$ cat src/inc/usb_power_regs.svh
// offsets, field positions and reset values of the power block
// assumes inclusion by bare name from design, bench and checker files
`ifndef USB_POWER_REGS_SVH
`define USB_POWER_REGS_SVH
// register index 0x01 is a word index: byte address is four times index
`define PWR_CTRL_INDEX 8'h01
`define PWR_CTRL_ADDR 12'h004
`define PWR_IRQ_STATUS_ADDR 12'h010
`define PWR_IRQ_MASK_ADDR 12'h014
`define PWR_COMMON_INTERRUPT_FLAGS_ADDR 12'h018
// control register fields
`define BIT_ISO_UPDATE 7
`define BIT_INHIBIT 4
`define BIT_RESET_DET 3
`define BIT_RESUME 2
`define BIT_SUSPEND 1
`define BIT_SUSPEND_EN 0
// interrupt fields (status, mask and common flags share this layout)
`define IRQ_SUSPEND 0
`define IRQ_RESUME 1
`define IRQ_RESET 2
`define IRQ_SOF 3
// reset values
`define PWR_CTRL_RESET 8'h10
`define IRQ_MASK_RESET 4'h0
`endif

$ cat src/inc/usb_power_pkg.sv
// types shared by the power control block and its bench
// assumes usb_power_regs.svh is on the include path
package usb_power_pkg;
    // events seen on the bus by the line monitor
    typedef struct packed {
        logic sof;
        logic in_token;
        logic suspend;
        logic resume;
        logic reset;
    } bus_event_type;
    // iso in gate states
    typedef enum logic [2:0] {
        ISO_IDLE = 3'b001,
        ISO_HOLD = 3'b010,
        ISO_ARMED = 3'b100
    } iso_state_type;
endpackage : usb_power_pkg

$ cat src/hdl/usb_function_power_control.sv
// power and enable control of the usb function unit, apb slave registers
// assumes bus events arrive as one-cycle pulses from logic on CLK
//
// Summary of operation
// iso update holds ready packet until sof
// in token before sof gets zero-length
// inhibit set by power-on and forced reset
// software writing one to inhibit ignored
// inhibit high blocks all bus traffic
// software clears inhibit after transceiver setup
// suspend status high while suspended
// resume write zero clears suspend status
// common flag read after resume clears suspend
// reset detect flag; write one forces reset
// resume one drives remote wakeup signalling
// suspend entered only when detect enabled
// bits six and five read zero
// suspend resume reset raise interrupt flags
`timescale 1ns/100ps
`include "usb_power_regs.svh"
module usb_function_power_control
    import usb_power_pkg::*;
(
    // clock and reset
    input wire logic CLK,
    input wire logic RST_N,
    // apb slave
    input wire logic PSEL,
    input wire logic PENABLE,
    input wire logic PWRITE,
    input wire logic [11:0] PADDR,
    input wire logic [31:0] PWDATA,
    output logic [31:0] PRDATA,
    output logic PREADY,
    output logic PSLVERR,
    // bus events from the line monitor
    input wire bus_event_type BUS_EVENT,
    // in endpoint handshake
    input wire logic IN_PACKET_READY,
    output logic SEND_PACKET,
    output logic SEND_ZERO_LENGTH,
    // line control and status
    output logic FUNCTION_ENABLE,
    output logic DRIVE_RESUME,
    output logic FUNCTION_RESET,
    output logic SUSPENDED,
    // interrupt
    output logic IRQ
);

    //**********************************************************************
    // bus access decode
    //**********************************************************************

    logic wr_en;
    logic rd_en;
    logic force_reset_reg;
    logic rst_any;
    logic iso_update_reg;
    logic inhibit_reg;
    logic reset_det_reg;
    logic resume_reg;
    logic suspend_reg;
    logic suspend_en_reg;
    logic resume_seen_reg;
    logic [3:0] irq_status_reg;
    logic [3:0] irq_status_next;
    logic [3:0] irq_mask_reg;
    logic [3:0] common_interrupt_flags_reg;
    logic [3:0] common_interrupt_flags_next;
    logic [31:0] rdata_next;
    logic ctrl_wr;
    logic common_interrupt_flags_rd;
    bus_event_type ev;
    iso_state_type iso_state_reg;
    iso_state_type iso_state_next;

    // one-cycle access phase, always ready
    assign wr_en = PSEL && PENABLE && PWRITE;
    assign rd_en = PSEL && PENABLE && !PWRITE;
    assign PREADY = 1'b1;
    assign ctrl_wr = wr_en && (PADDR == `PWR_CTRL_ADDR);
    assign common_interrupt_flags_rd = rd_en && (PADDR == `PWR_COMMON_INTERRUPT_FLAGS_ADDR);

    // unmapped addresses answer with an error
    always_comb begin
        PSLVERR = 1'b0;
        if (PSEL && PENABLE) begin
            PSLVERR = !((PADDR == `PWR_CTRL_ADDR) ||
                (PADDR == `PWR_IRQ_STATUS_ADDR) ||
                (PADDR == `PWR_IRQ_MASK_ADDR) ||
                (PADDR == `PWR_COMMON_INTERRUPT_FLAGS_ADDR));
        end
    end

    //**********************************************************************
    // reset and bus gating
    //**********************************************************************

    // forced function reset acts as a second reset source for one cycle
    assign rst_any = !RST_N || force_reset_reg;
    assign FUNCTION_RESET = force_reset_reg;

    // inhibited function sees no bus events at all
    assign ev = inhibit_reg ? '0 : BUS_EVENT;

    // a write of one to reset detect triggers the forced reset
    always_ff @(posedge CLK) begin
        if (!RST_N) begin
            force_reset_reg <= 1'b0;
        end else begin
            force_reset_reg <= ctrl_wr && PWDATA[`BIT_RESET_DET];
        end
    end

    //**********************************************************************
    // control register
    //**********************************************************************

    // software fields; inhibit can only be cleared by software
    always_ff @(posedge CLK) begin
        if (rst_any) begin
            iso_update_reg <= 1'b0;
            inhibit_reg <= 1'b1;
            resume_reg <= 1'b0;
            suspend_en_reg <= 1'b0;
        end else if (ctrl_wr) begin
            iso_update_reg <= PWDATA[`BIT_ISO_UPDATE];
            inhibit_reg <= inhibit_reg && PWDATA[`BIT_INHIBIT];
            resume_reg <= PWDATA[`BIT_RESUME];
            suspend_en_reg <= PWDATA[`BIT_SUSPEND_EN];
        end
    end

    // reset detect flag, set by reset signalling on the bus
    always_ff @(posedge CLK) begin
        if (rst_any) begin
            reset_det_reg <= 1'b0;
        end else if (ev.reset) begin
            reset_det_reg <= 1'b1;
        end else if (ctrl_wr && !PWDATA[`BIT_RESET_DET]) begin
            reset_det_reg <= 1'b0;
        end
    end

    //**********************************************************************
    // suspend state
    //**********************************************************************

    // enter on suspend signalling when enabled, leave on resume or reset
    always_ff @(posedge CLK) begin
        if (rst_any) begin
            suspend_reg <= 1'b0;
            resume_seen_reg <= 1'b0;
        end else begin
            if (ev.resume) begin
                resume_seen_reg <= 1'b1;
            end else if (common_interrupt_flags_rd) begin
                resume_seen_reg <= 1'b0;
            end
            if (ev.reset) begin
                suspend_reg <= 1'b0;
            end else if (suspend_en_reg && ev.suspend) begin
                suspend_reg <= 1'b1;
            end else if (ctrl_wr && resume_reg &&
                !PWDATA[`BIT_RESUME]) begin
                suspend_reg <= 1'b0;
            end else if (common_interrupt_flags_rd && resume_seen_reg) begin
                suspend_reg <= 1'b0;
            end
        end
    end

    //**********************************************************************
    // interrupt flags
    //**********************************************************************

    // common flags: set by events, cleared by reading, set wins
    always_comb begin
        common_interrupt_flags_next = common_interrupt_flags_reg;
        if (common_interrupt_flags_rd) begin
            common_interrupt_flags_next = 4'h0;
        end
        if (suspend_en_reg && ev.suspend && !suspend_reg) begin
            common_interrupt_flags_next[`IRQ_SUSPEND] = 1'b1;
        end
        if (ev.resume) begin
            common_interrupt_flags_next[`IRQ_RESUME] = 1'b1;
        end
        if (ev.reset) begin
            common_interrupt_flags_next[`IRQ_RESET] = 1'b1;
        end
        if (ev.sof) begin
            common_interrupt_flags_next[`IRQ_SOF] = 1'b1;
        end
    end

    // sticky status, write one to clear, set wins over clear
    always_comb begin
        irq_status_next = irq_status_reg;
        if (wr_en && (PADDR == `PWR_IRQ_STATUS_ADDR)) begin
            irq_status_next = irq_status_reg & ~PWDATA[3:0];
        end
        irq_status_next = irq_status_next | (common_interrupt_flags_next & ~common_interrupt_flags_reg);
    end

    always_ff @(posedge CLK) begin
        if (rst_any) begin
            common_interrupt_flags_reg <= 4'h0;
            irq_status_reg <= 4'h0;
            irq_mask_reg <= `IRQ_MASK_RESET;
        end else begin
            common_interrupt_flags_reg <= common_interrupt_flags_next;
            irq_status_reg <= irq_status_next;
            if (wr_en && (PADDR == `PWR_IRQ_MASK_ADDR)) begin
                irq_mask_reg <= PWDATA[3:0];
            end
        end
    end

    // level interrupt while any unmasked status bit is set
    assign IRQ = |(irq_status_reg & irq_mask_reg);

    //**********************************************************************
    // iso in update gate
    //**********************************************************************

    // hold a ready packet until sof; in token before sof gets zero length
    always_comb begin
        iso_state_next = iso_state_reg;
        unique case (iso_state_reg)
            ISO_IDLE: begin
                if (IN_PACKET_READY && iso_update_reg) begin
                    iso_state_next = ISO_HOLD;
                end else if (IN_PACKET_READY) begin
                    iso_state_next = ISO_ARMED;
                end
            end
            ISO_HOLD: begin
                if (ev.sof) begin
                    iso_state_next = ISO_ARMED;
                end
            end
            ISO_ARMED: begin
                if (ev.in_token) begin
                    iso_state_next = ISO_IDLE;
                end
            end
            default: begin
                iso_state_next = ISO_IDLE;
            end
        endcase
    end

    always_ff @(posedge CLK) begin
        if (rst_any) begin
            iso_state_reg <= ISO_IDLE;
            SEND_PACKET <= 1'b0;
            SEND_ZERO_LENGTH <= 1'b0;
        end else begin
            iso_state_reg <= iso_state_next;
            SEND_PACKET <= (iso_state_reg == ISO_ARMED) && ev.in_token;
            SEND_ZERO_LENGTH <= (iso_state_reg != ISO_ARMED) &&
                ev.in_token;
        end
    end

    //**********************************************************************
    // read data and status outputs
    //**********************************************************************

    // unused bits six and five always read zero
    always_comb begin
        rdata_next = 32'h0000_0000;
        unique case (PADDR)
            `PWR_CTRL_ADDR: begin
                rdata_next[7:0] = {iso_update_reg, 2'b00, inhibit_reg,
                    reset_det_reg, resume_reg, suspend_reg,
                    suspend_en_reg};
            end
            `PWR_IRQ_STATUS_ADDR: begin
                rdata_next[3:0] = irq_status_reg;
            end
            `PWR_IRQ_MASK_ADDR: begin
                rdata_next[3:0] = irq_mask_reg;
            end
            `PWR_COMMON_INTERRUPT_FLAGS_ADDR: begin
                rdata_next[3:0] = common_interrupt_flags_reg;
            end
            default: begin
                rdata_next = 32'h0000_0000;
            end
        endcase
    end

    // read data registered in setup phase, valid in access phase
    always_ff @(posedge CLK) begin
        if (!RST_N) begin
            PRDATA <= 32'h0000_0000;
        end else if (PSEL && !PENABLE) begin
            PRDATA <= rdata_next;
        end
    end

    assign FUNCTION_ENABLE = !inhibit_reg;
    assign DRIVE_RESUME = resume_reg;
    assign SUSPENDED = suspend_reg;

endmodule : usb_function_power_control

$ cat config.mk
export PLATFORM = sky130hd
export DESIGN_NAME = usb_function_power_control
export DESIGN_NICKNAME = d
export VERILOG_FILES = /design/src/inc/usb_power_pkg.sv /design/src/hdl/usb_function_power_control.sv
export VERILOG_INCLUDE_DIRS = /design/src /design/src/inc
export SDC_FILE = /design/constraint.sdc
export NUM_CORES = 1
export LEC_CHECK = 0
export BUFFER_PORTS_ARGS = -buffer_cell sky130_fd_sc_hd__buf_2
export CAP_MARGIN = 20
export CELL_PAD_IN_SITES_DETAIL_PLACEMENT = 0
export CELL_PAD_IN_SITES_GLOBAL_PLACEMENT = 1
export CORE_ASPECT_RATIO = 1.1
export CORE_UTILIZATION = 34
export CTS_BUF_LIST = sky130_fd_sc_hd__clkbuf_4 sky130_fd_sc_hd__clkbuf_8
export CTS_CLUSTER_DIAMETER = 40
export DETAILED_ROUTE_END_ITERATION = 16
export PLACE_DENSITY_LB_ADDON = 0.1
export SYNTH_ARGS = -nofsm -noshare
export SYNTH_HDL_FRONTEND = slang
export SYNTH_SLANG_ARGS = --single-unit
$ cat constraint.sdc
create_clock -name CLK -period 3.4 [get_ports CLK]
set_input_delay 0.34 -clock CLK [delete_from_list [all_inputs] [get_ports CLK]]
set_output_delay 0.34 -clock CLK [all_outputs]
set_load 0.02 [all_outputs]
==> metrics, run 1 <==
sequential area share after synthesis 36.4%; mean routed wirelength per cell around 14 um; number of cell rows 26; largest fanout on the critical path 6; Slew HR 54.9%; Max Cap Viol 0; number of synthesized flops with an enable pin 0; worst endpoint data arrival time about 1900 ps; # Post-CTS Setup Buffers 0; Seq cells post-synth 31; asr flop ratio synth 0%; number of vias per cell just under 5; most frequent cell after synthesis dfxtp_1; Cells after Synth between 150 and 200; hold_ws around 260 ps; DIE HEIGHT ~76 um; Max rail drop VDD roughly 0.21 mV; Critical Path Max Stage Delay 660 ps; R2R depth 3; max FFs per register 6; most common library cells after synthesis dfxtp_1 (31), buf_4 (28), nor2_1 (17), mux2i_1 (15), a21oi_1 (12); largest net degree at the start of global routing 17; # diodes 0; worst slew pin tran just under 700 ps; # fillers just over 500; layout cells sized above 1 roughly a quarter; CP most frequent cell buf_2; worst-case clock skew roughly 6.7 ps; global placement routability congestion between 0.7 and 0.8; outcome finished, final reports clean; area leader, netlist dfxtp_1; Total Routing Usage GR approximately 16%; Hold Path Cell Cnt 2; setup TNS 0 ps; post-route cell area 1910 um^2; clock latency on the worst-skew pair between 200 and 300 ps; initial antenna violation count 0; chip width 69.5 um; Initial DRT Pass Iterations 4; Reg clk slew, reported paths ~70 ps; first-pass GRT wire length approximately 6600 um; final net count 288; final period utilization roughly two thirds; post-route minimum period 2260 ps; Overflow after GRT 0; Top FF cell, synth dfxtp_1; CTS resizes 0; Synth top area share between 30% and 40%; CP Launch Type input port; YS warnings 0; CTS buffer count 5; Area contributors post-synth dfxtp_1 (36%), buf_4 (12%), mux2i_1 (8.8%), nor2_1 (3.7%), a21oi_1 (3.5%); Crit Path Class input port to output port; synthesized area ~1700 um^2; Starting DRT DRC Count between 70 and 80; CTS Hold Bufs 0; CP endpoint kind output port; RSZ-0062 raised after global routing false; Netlist cell types 39; Most flops, register PRDATA; CP max stage cell or4_1; # DRC 0; DRT Wirelength 4100 um; CTS Root Cell clkbuf_8; critical path, cell by cell buf_2 -> or4_1 -> a2111oi_0 -> nor2_1 -> buf_2; Leakage around 0.86 nW; total core area roughly 4700 um^2; vias in the first global route 1,329; Final setup viols 0; Final Hold Vio Count 0; Final ANT Viol Nets 0; Slew Viols, Final 0; initial core utilization between 30 and 40%; area grow syn2layout 11.9%; TritonCTS clock tree built; H-tree depth 2; IO buf count 42; DP Area 1820 um^2; HP Class input port to flop; CP Data Required Time between 3000 and 4000 ps; vias ~1,400; post-detail-place hpwl between 3000 and 4000 um; worst-case clock buffer depth 2; die area 5300 um^2; I/O Pins 96; Max Fclk 443 MHz; Sink Count 31; Mean Syn Cell Area ~8.8 um^2; PwrDens 389 nW/um^2
-- cells in the final DEF, fill, tap and decap left out, types with 2 or more instances in the layout --
cell type   n
buf_2      42
dfxtp_1    31
conb_1     27
nor2_1     17
mux2i_1    15
a21oi_1    12
nand2_1    10
nor2b_1     9
nand2b_1    8
o21ai_0     7
clkbuf_8    6
o22ai_1     5
a22o_1      4
or4_1       3
or3_1       3
nand3_1     3
a22oi_1     2
inv_1       2
or2_2       2
nor3b_1     2
nor3_1      2
nand4b_1    2
nor4_1      2
a21boi_0    2
-- routing by layer --
| layer | share of wire (%) | vias up | track usage [%] |
|---|---|---|---|
| met5 | 0 | - | 0 |
| met4 | 2.6 | 0 | 7.35 |
| met3 | 6.7 | 9 | 4.76 |
| met2 | 48 | 60 | 26.0 |
| met1 | 43 | 645 | 19.0 |
| li1 | - | 704 | - |
-- worst paths after layout --
check                  from           endpoint  slack [ps]
min reg2reg       PRDATA[7]          PRDATA[7]         460
max                PADDR[9]            PSLVERR        1140
max reg2reg  FUNCTION_RESET          SUSPENDED        2100
min               PWDATA[0]  irq_status_reg[0]         260
-- kinds of logic after synthesis --
| family | after synthesis | synth area share, % |
|---|---|---|
| compound gates | 37 | 13.7 |
| buf+inv | 37 | 15.6 |
| flops | 31 | 36.4 |
| mux | 15 | 8.80 |
| other cells | 2 | 0.440 |
| simple gates | 72 | 25.0 |
-- worst max-delay path, delay by kind of cell --
kind / cells / cell delay (ps)
buffers and inverters: 2 / 270
AND/OR/NAND/NOR: 2 / 740
AO/OA/AOI/OAI: 1 / 570
-- final cells by class --
class | count | area (um^2) | share of cell area (%)
repair buffers | 42 | 210 | 11.0
flip-flops and latches | 31 | 621 | 32.5
clock buffers | 6 | 82.6 | 4.33
clock inverters | 1 | 5.00 | 0.262
inverters | 2 | 7.51 | 0.393
well taps | 56 | 70.1 | 3.67
multi-input cells | 151 | 912 | 47.8
-- report_power, final --
group	leakage [nW]	switching (mW)	internal, mW
clock	0.0470	0.136	0.159
sequential	0.250	0.00188	0.365
combinational	0.565	0.0558	0.0242
-- metrics by stage --
stage	total power, mW	setup slack [ps]	utilization [%]	instances
after floorplan	0.453	1360	-	219
after global placement	0.453	1080	38.6	282
after detailed placement	0.454	1090	38.6	282
after CTS	0.749	1110	40.5	289
after global routing	0.775	968	40.5	289
final	0.742	1140	40.5	289
(Power assumes the default switching activity.)
==> run 2, diff against run 1 <==
--- a/config.mk
+++ b/config.mk
@@ -6,12 +6,13 @@
 export SDC_FILE = /design/constraint.sdc
 export NUM_CORES = 1
 export LEC_CHECK = 0
+export ABC_AREA = 1
 export BUFFER_PORTS_ARGS = -buffer_cell sky130_fd_sc_hd__buf_2
 export CAP_MARGIN = 20
 export CELL_PAD_IN_SITES_DETAIL_PLACEMENT = 0
 export CELL_PAD_IN_SITES_GLOBAL_PLACEMENT = 1
 export CORE_ASPECT_RATIO = 1.1
-export CORE_UTILIZATION = 34
+export CORE_UTILIZATION = 30
 export CTS_BUF_LIST = sky130_fd_sc_hd__clkbuf_4 sky130_fd_sc_hd__clkbuf_8
 export CTS_CLUSTER_DIAMETER = 40
 export DETAILED_ROUTE_END_ITERATION = 16
==> constraint.sdc (replaced) <==
create_clock -name CLK -period 2.27 [get_ports CLK]
set_input_delay 0.227 -clock CLK [delete_from_list [all_inputs] [get_ports CLK]]
set_output_delay 0.227 -clock CLK [all_outputs]
set_load 0.02 [all_outputs]
==> run 2 against run 1 <==
Against the previous run:
- synthesized area rose by 0.51%
- global-route usage fell by 0.96 points
- final area rose by 6.2%
- clock-buffer cell count did not move
- critical path depth rose by 3
- cell count rose by 25%
- utilization fell by 3.1 points
- register-to-register slack got worse by 1100 ps
==> metrics, run 2 <==
most frequent cell after synthesis nand2_1; Total Routing Usage GR 14.9% (-0.96 points); Starting DRT DRC Count 58 (-22%); layout cells sized above 1 23.8% (+0.17 points); CP most frequent cell buf_2; Reg clk slew, reported paths 70 ps (about the same); initial core utilization 31.6% (-4.6 points); number of synthesized flops with an enable pin 0 (unchanged); CP max stage cell inv_4; worst slew pin tran 588 ps (-86.3 ps); worst-case clock buffer depth 2 (unchanged); Slew Viols, Final 0 (unchanged); reg-to-reg startpoint iso_state_reg[0]; CP Launch Point PADDR[11]; Top FF cell, synth dfxtp_1; total core area 5430 um^2 (+15%); RSZ-0062 raised after global routing false; PwrDens 626 nW/um^2 (+61%); critical path, cell by cell buf_2 -> nor2_1 -> nand2_2 -> inv_4 -> nand3_4 -> a21oi_1 -> nor4_1 -> buf_2; Slew HR 60.6% (+5.7 points); asr flop ratio synth 0% (unchanged); TritonCTS clock tree built; CTS Hold Bufs 0 (unchanged); post-detail-place hpwl 3230 um (+6.7%); largest net degree at the start of global routing 18 (+1); most common library cells after synthesis nand2_1 (33), dfxtp_1 (31), buf_4 (28), nand3_1 (26); # Post-CTS Setup Buffers 0 (unchanged); final period utilization 63.9%; hold_ws 170 ps (-90.4 ps); IO buf count 42 (unchanged); area leader, netlist dfxtp_1; mean routed wirelength per cell 11.4 um (-19%); max FFs per register 6 (unchanged); Final setup viols 0 (unchanged); sequential area share after synthesis 36.2% (-0.19 points); Overflow after GRT 0 (unchanged); Layout Cells excl Fill 361 (+25%); YS warnings 0 (unchanged); Final Hold Vio Count 0 (unchanged); final net count 340 (+18%); setup TNS 0 ps (unchanged); Max Fclk around 690 MHz; post-route minimum period roughly 1500 ps; Max rail drop VDD 0.371 mV (+73%); CP Launch Type input port; CTS Root Cell clkbuf_8; CTS buffer count 5 (unchanged); R2R depth 5 (+2); Seq cells post-synth 31 (unchanged); end point of the critical path PSLVERR; CP endpoint kind output port; clock latency on the worst-skew pair 280 ps (about the same); # DRC 0 (unchanged); # diodes 0 (unchanged); most common cell after layout, fill and taps aside buf_2; Final ANT Viol Nets 0 (unchanged); worst-case clock skew 4.97 ps (-1.77 ps); largest fanout on the critical path 17 (+11); Max Cap Viol 0 (unchanged); Cells after Synth 239 (+23%); vias in the first global route 1,374 (+3.4%); Sink Count 31 (unchanged); r2r setup slk 1010 ps (-1090 ps); Crit Path Class input port to output port; Synth top area share 36.2% (-0.19 points); DRT Wirelength 4130 um (+0.81%); Initial DRT Pass Iterations 4 (unchanged); Most flops, register PRDATA; HP Class input port to flop; global placement routability congestion 0.735 (-3.8%); CTS resizes 0 (unchanged); CP Data Required Time 2040 ps (-1020 ps); H-tree depth 2 (unchanged); area grow syn2layout 18.2%; # fillers 619 (+23%); DIE HEIGHT 81.3 um (+6.6%); vias 1,580 (+11%); Mean Syn Cell Area 7.17 um^2 (-18%); I/O Pins 96 (unchanged); initial antenna violation count 0 (unchanged); most frequent cells in the layout buf_2 (42), nand2_1 (33), dfxtp_1 (31); chip width 74.1 um (+6.5%); register area 621 um^2 (unchanged); outcome finished, final reports clean; number of cell rows 28 (+7.7%); synthesized area 1710 um^2 (+0.51%); Critical Path Max Stage Delay 180 ps (-480 ps); Reg-to-Reg End iso_state_reg[0]; number of vias per cell 4.38 (-11%); multi-input logic area 872 um^2 (-4.4%); first-pass GRT wire length 6560 um (unchanged); die area 6020 um^2 (+14%); Netlist cell types 27 (-31%); Leakage 0.970 nW (+13%); worst endpoint data arrival time 1220 ps (-700 ps); placed instance count 353 (+25%); Area contributors post-synth dfxtp_1 (36%), buf_4 (12%), nand3_1 (7.6%), nand2_1 (7.2%), a21oi_1 (7.0%)
[run 2: changes by cell type after synthesis, sizes merged, moves of 5 or more]
cell / delta
nor2b: -9
nor2: +10
nand2: +28
mux2i: -15
nand3: +24
o22ai: -5
a21oi: +12
inv: +23
nand2b: -8
o21ai: +10
[run 2: power breakdown]
part	switching, mW	total (mW)	leakage [nW]	internal [mW]
logic	0.108	0.149	0.658	0.0406
registers	0.00514	0.558	0.251	0.553
clock network	0.206	0.561	0.0612	0.355
[run 2: metal layers]
layer  routed length, um  vias to the layer above  global-route usage, %
met1                2020                      694                   20.0
met3                 209                        8                   3.72
met5                   0                        -                      0
met4                  86                        0                   6.73
met2                1820                       51                   22.4
li1                    -                      827                      -
[run 2: worst max-delay path: cells and delay by family]
kind            cells  cell delay, ps
compound gates      1             130
buf+inv             3             450
simple gates        4             410
[run 2: logic make-up after synthesis]
logic type / count (synthesis) / synth area share, %
buf+inv: 55 / 18.4
simple gates: 106 / 31.2
compound gates: 45 / 13.7
flops: 31 / 36.2
other cells: 2 / 0.438
[run 2: cell type report]
type / count / share of cell area, %
timing repair buffer: 44 / 11.1
clock buffer: 6 / 4.08
multi-input combinational: 178 / 43.1
inverter: 25 / 4.76
clock inverter: 2 / 1.73
sequential: 31 / 30.6
tap: 75 / 4.63
[run 2: metrics by stage]
| step | utilization [%] | worst slack (ps) | cell area (um^2) | power, mW |
|---|---|---|---|---|
| 4_1_cts | 37.3 | 801 | 2030 | 1.28 |
| 6_report | 37.3 | 819 | 2030 | 1.27 |
| 5_1_grt | 37.3 | 700 | 2030 | 1.32 |
| 3_5_place_dp | 35.1 | 779 | 1910 | 0.719 |
| 3_3_place_gp | 35.1 | 727 | 1910 | 0.719 |
| 2_1_floorplan | - | 785 | 1810 | 0.706 |
[run 2: worst min-delay path by stage]
stage                      from     endpoint  slack [ps]  cells past startpoint
6_report              PWDATA[4]  inhibit_reg         170                      3
5_1_grt               PWDATA[4]  inhibit_reg         180                      3
3_5_place_dp   iso_state_reg[0]  SEND_PACKET         440                      1
2_1_floorplan         PWDATA[4]  inhibit_reg         360                      2
4_1_cts               PWDATA[4]  inhibit_reg         160                      3
3_3_place_gp          PWDATA[4]  inhibit_reg         450                      3
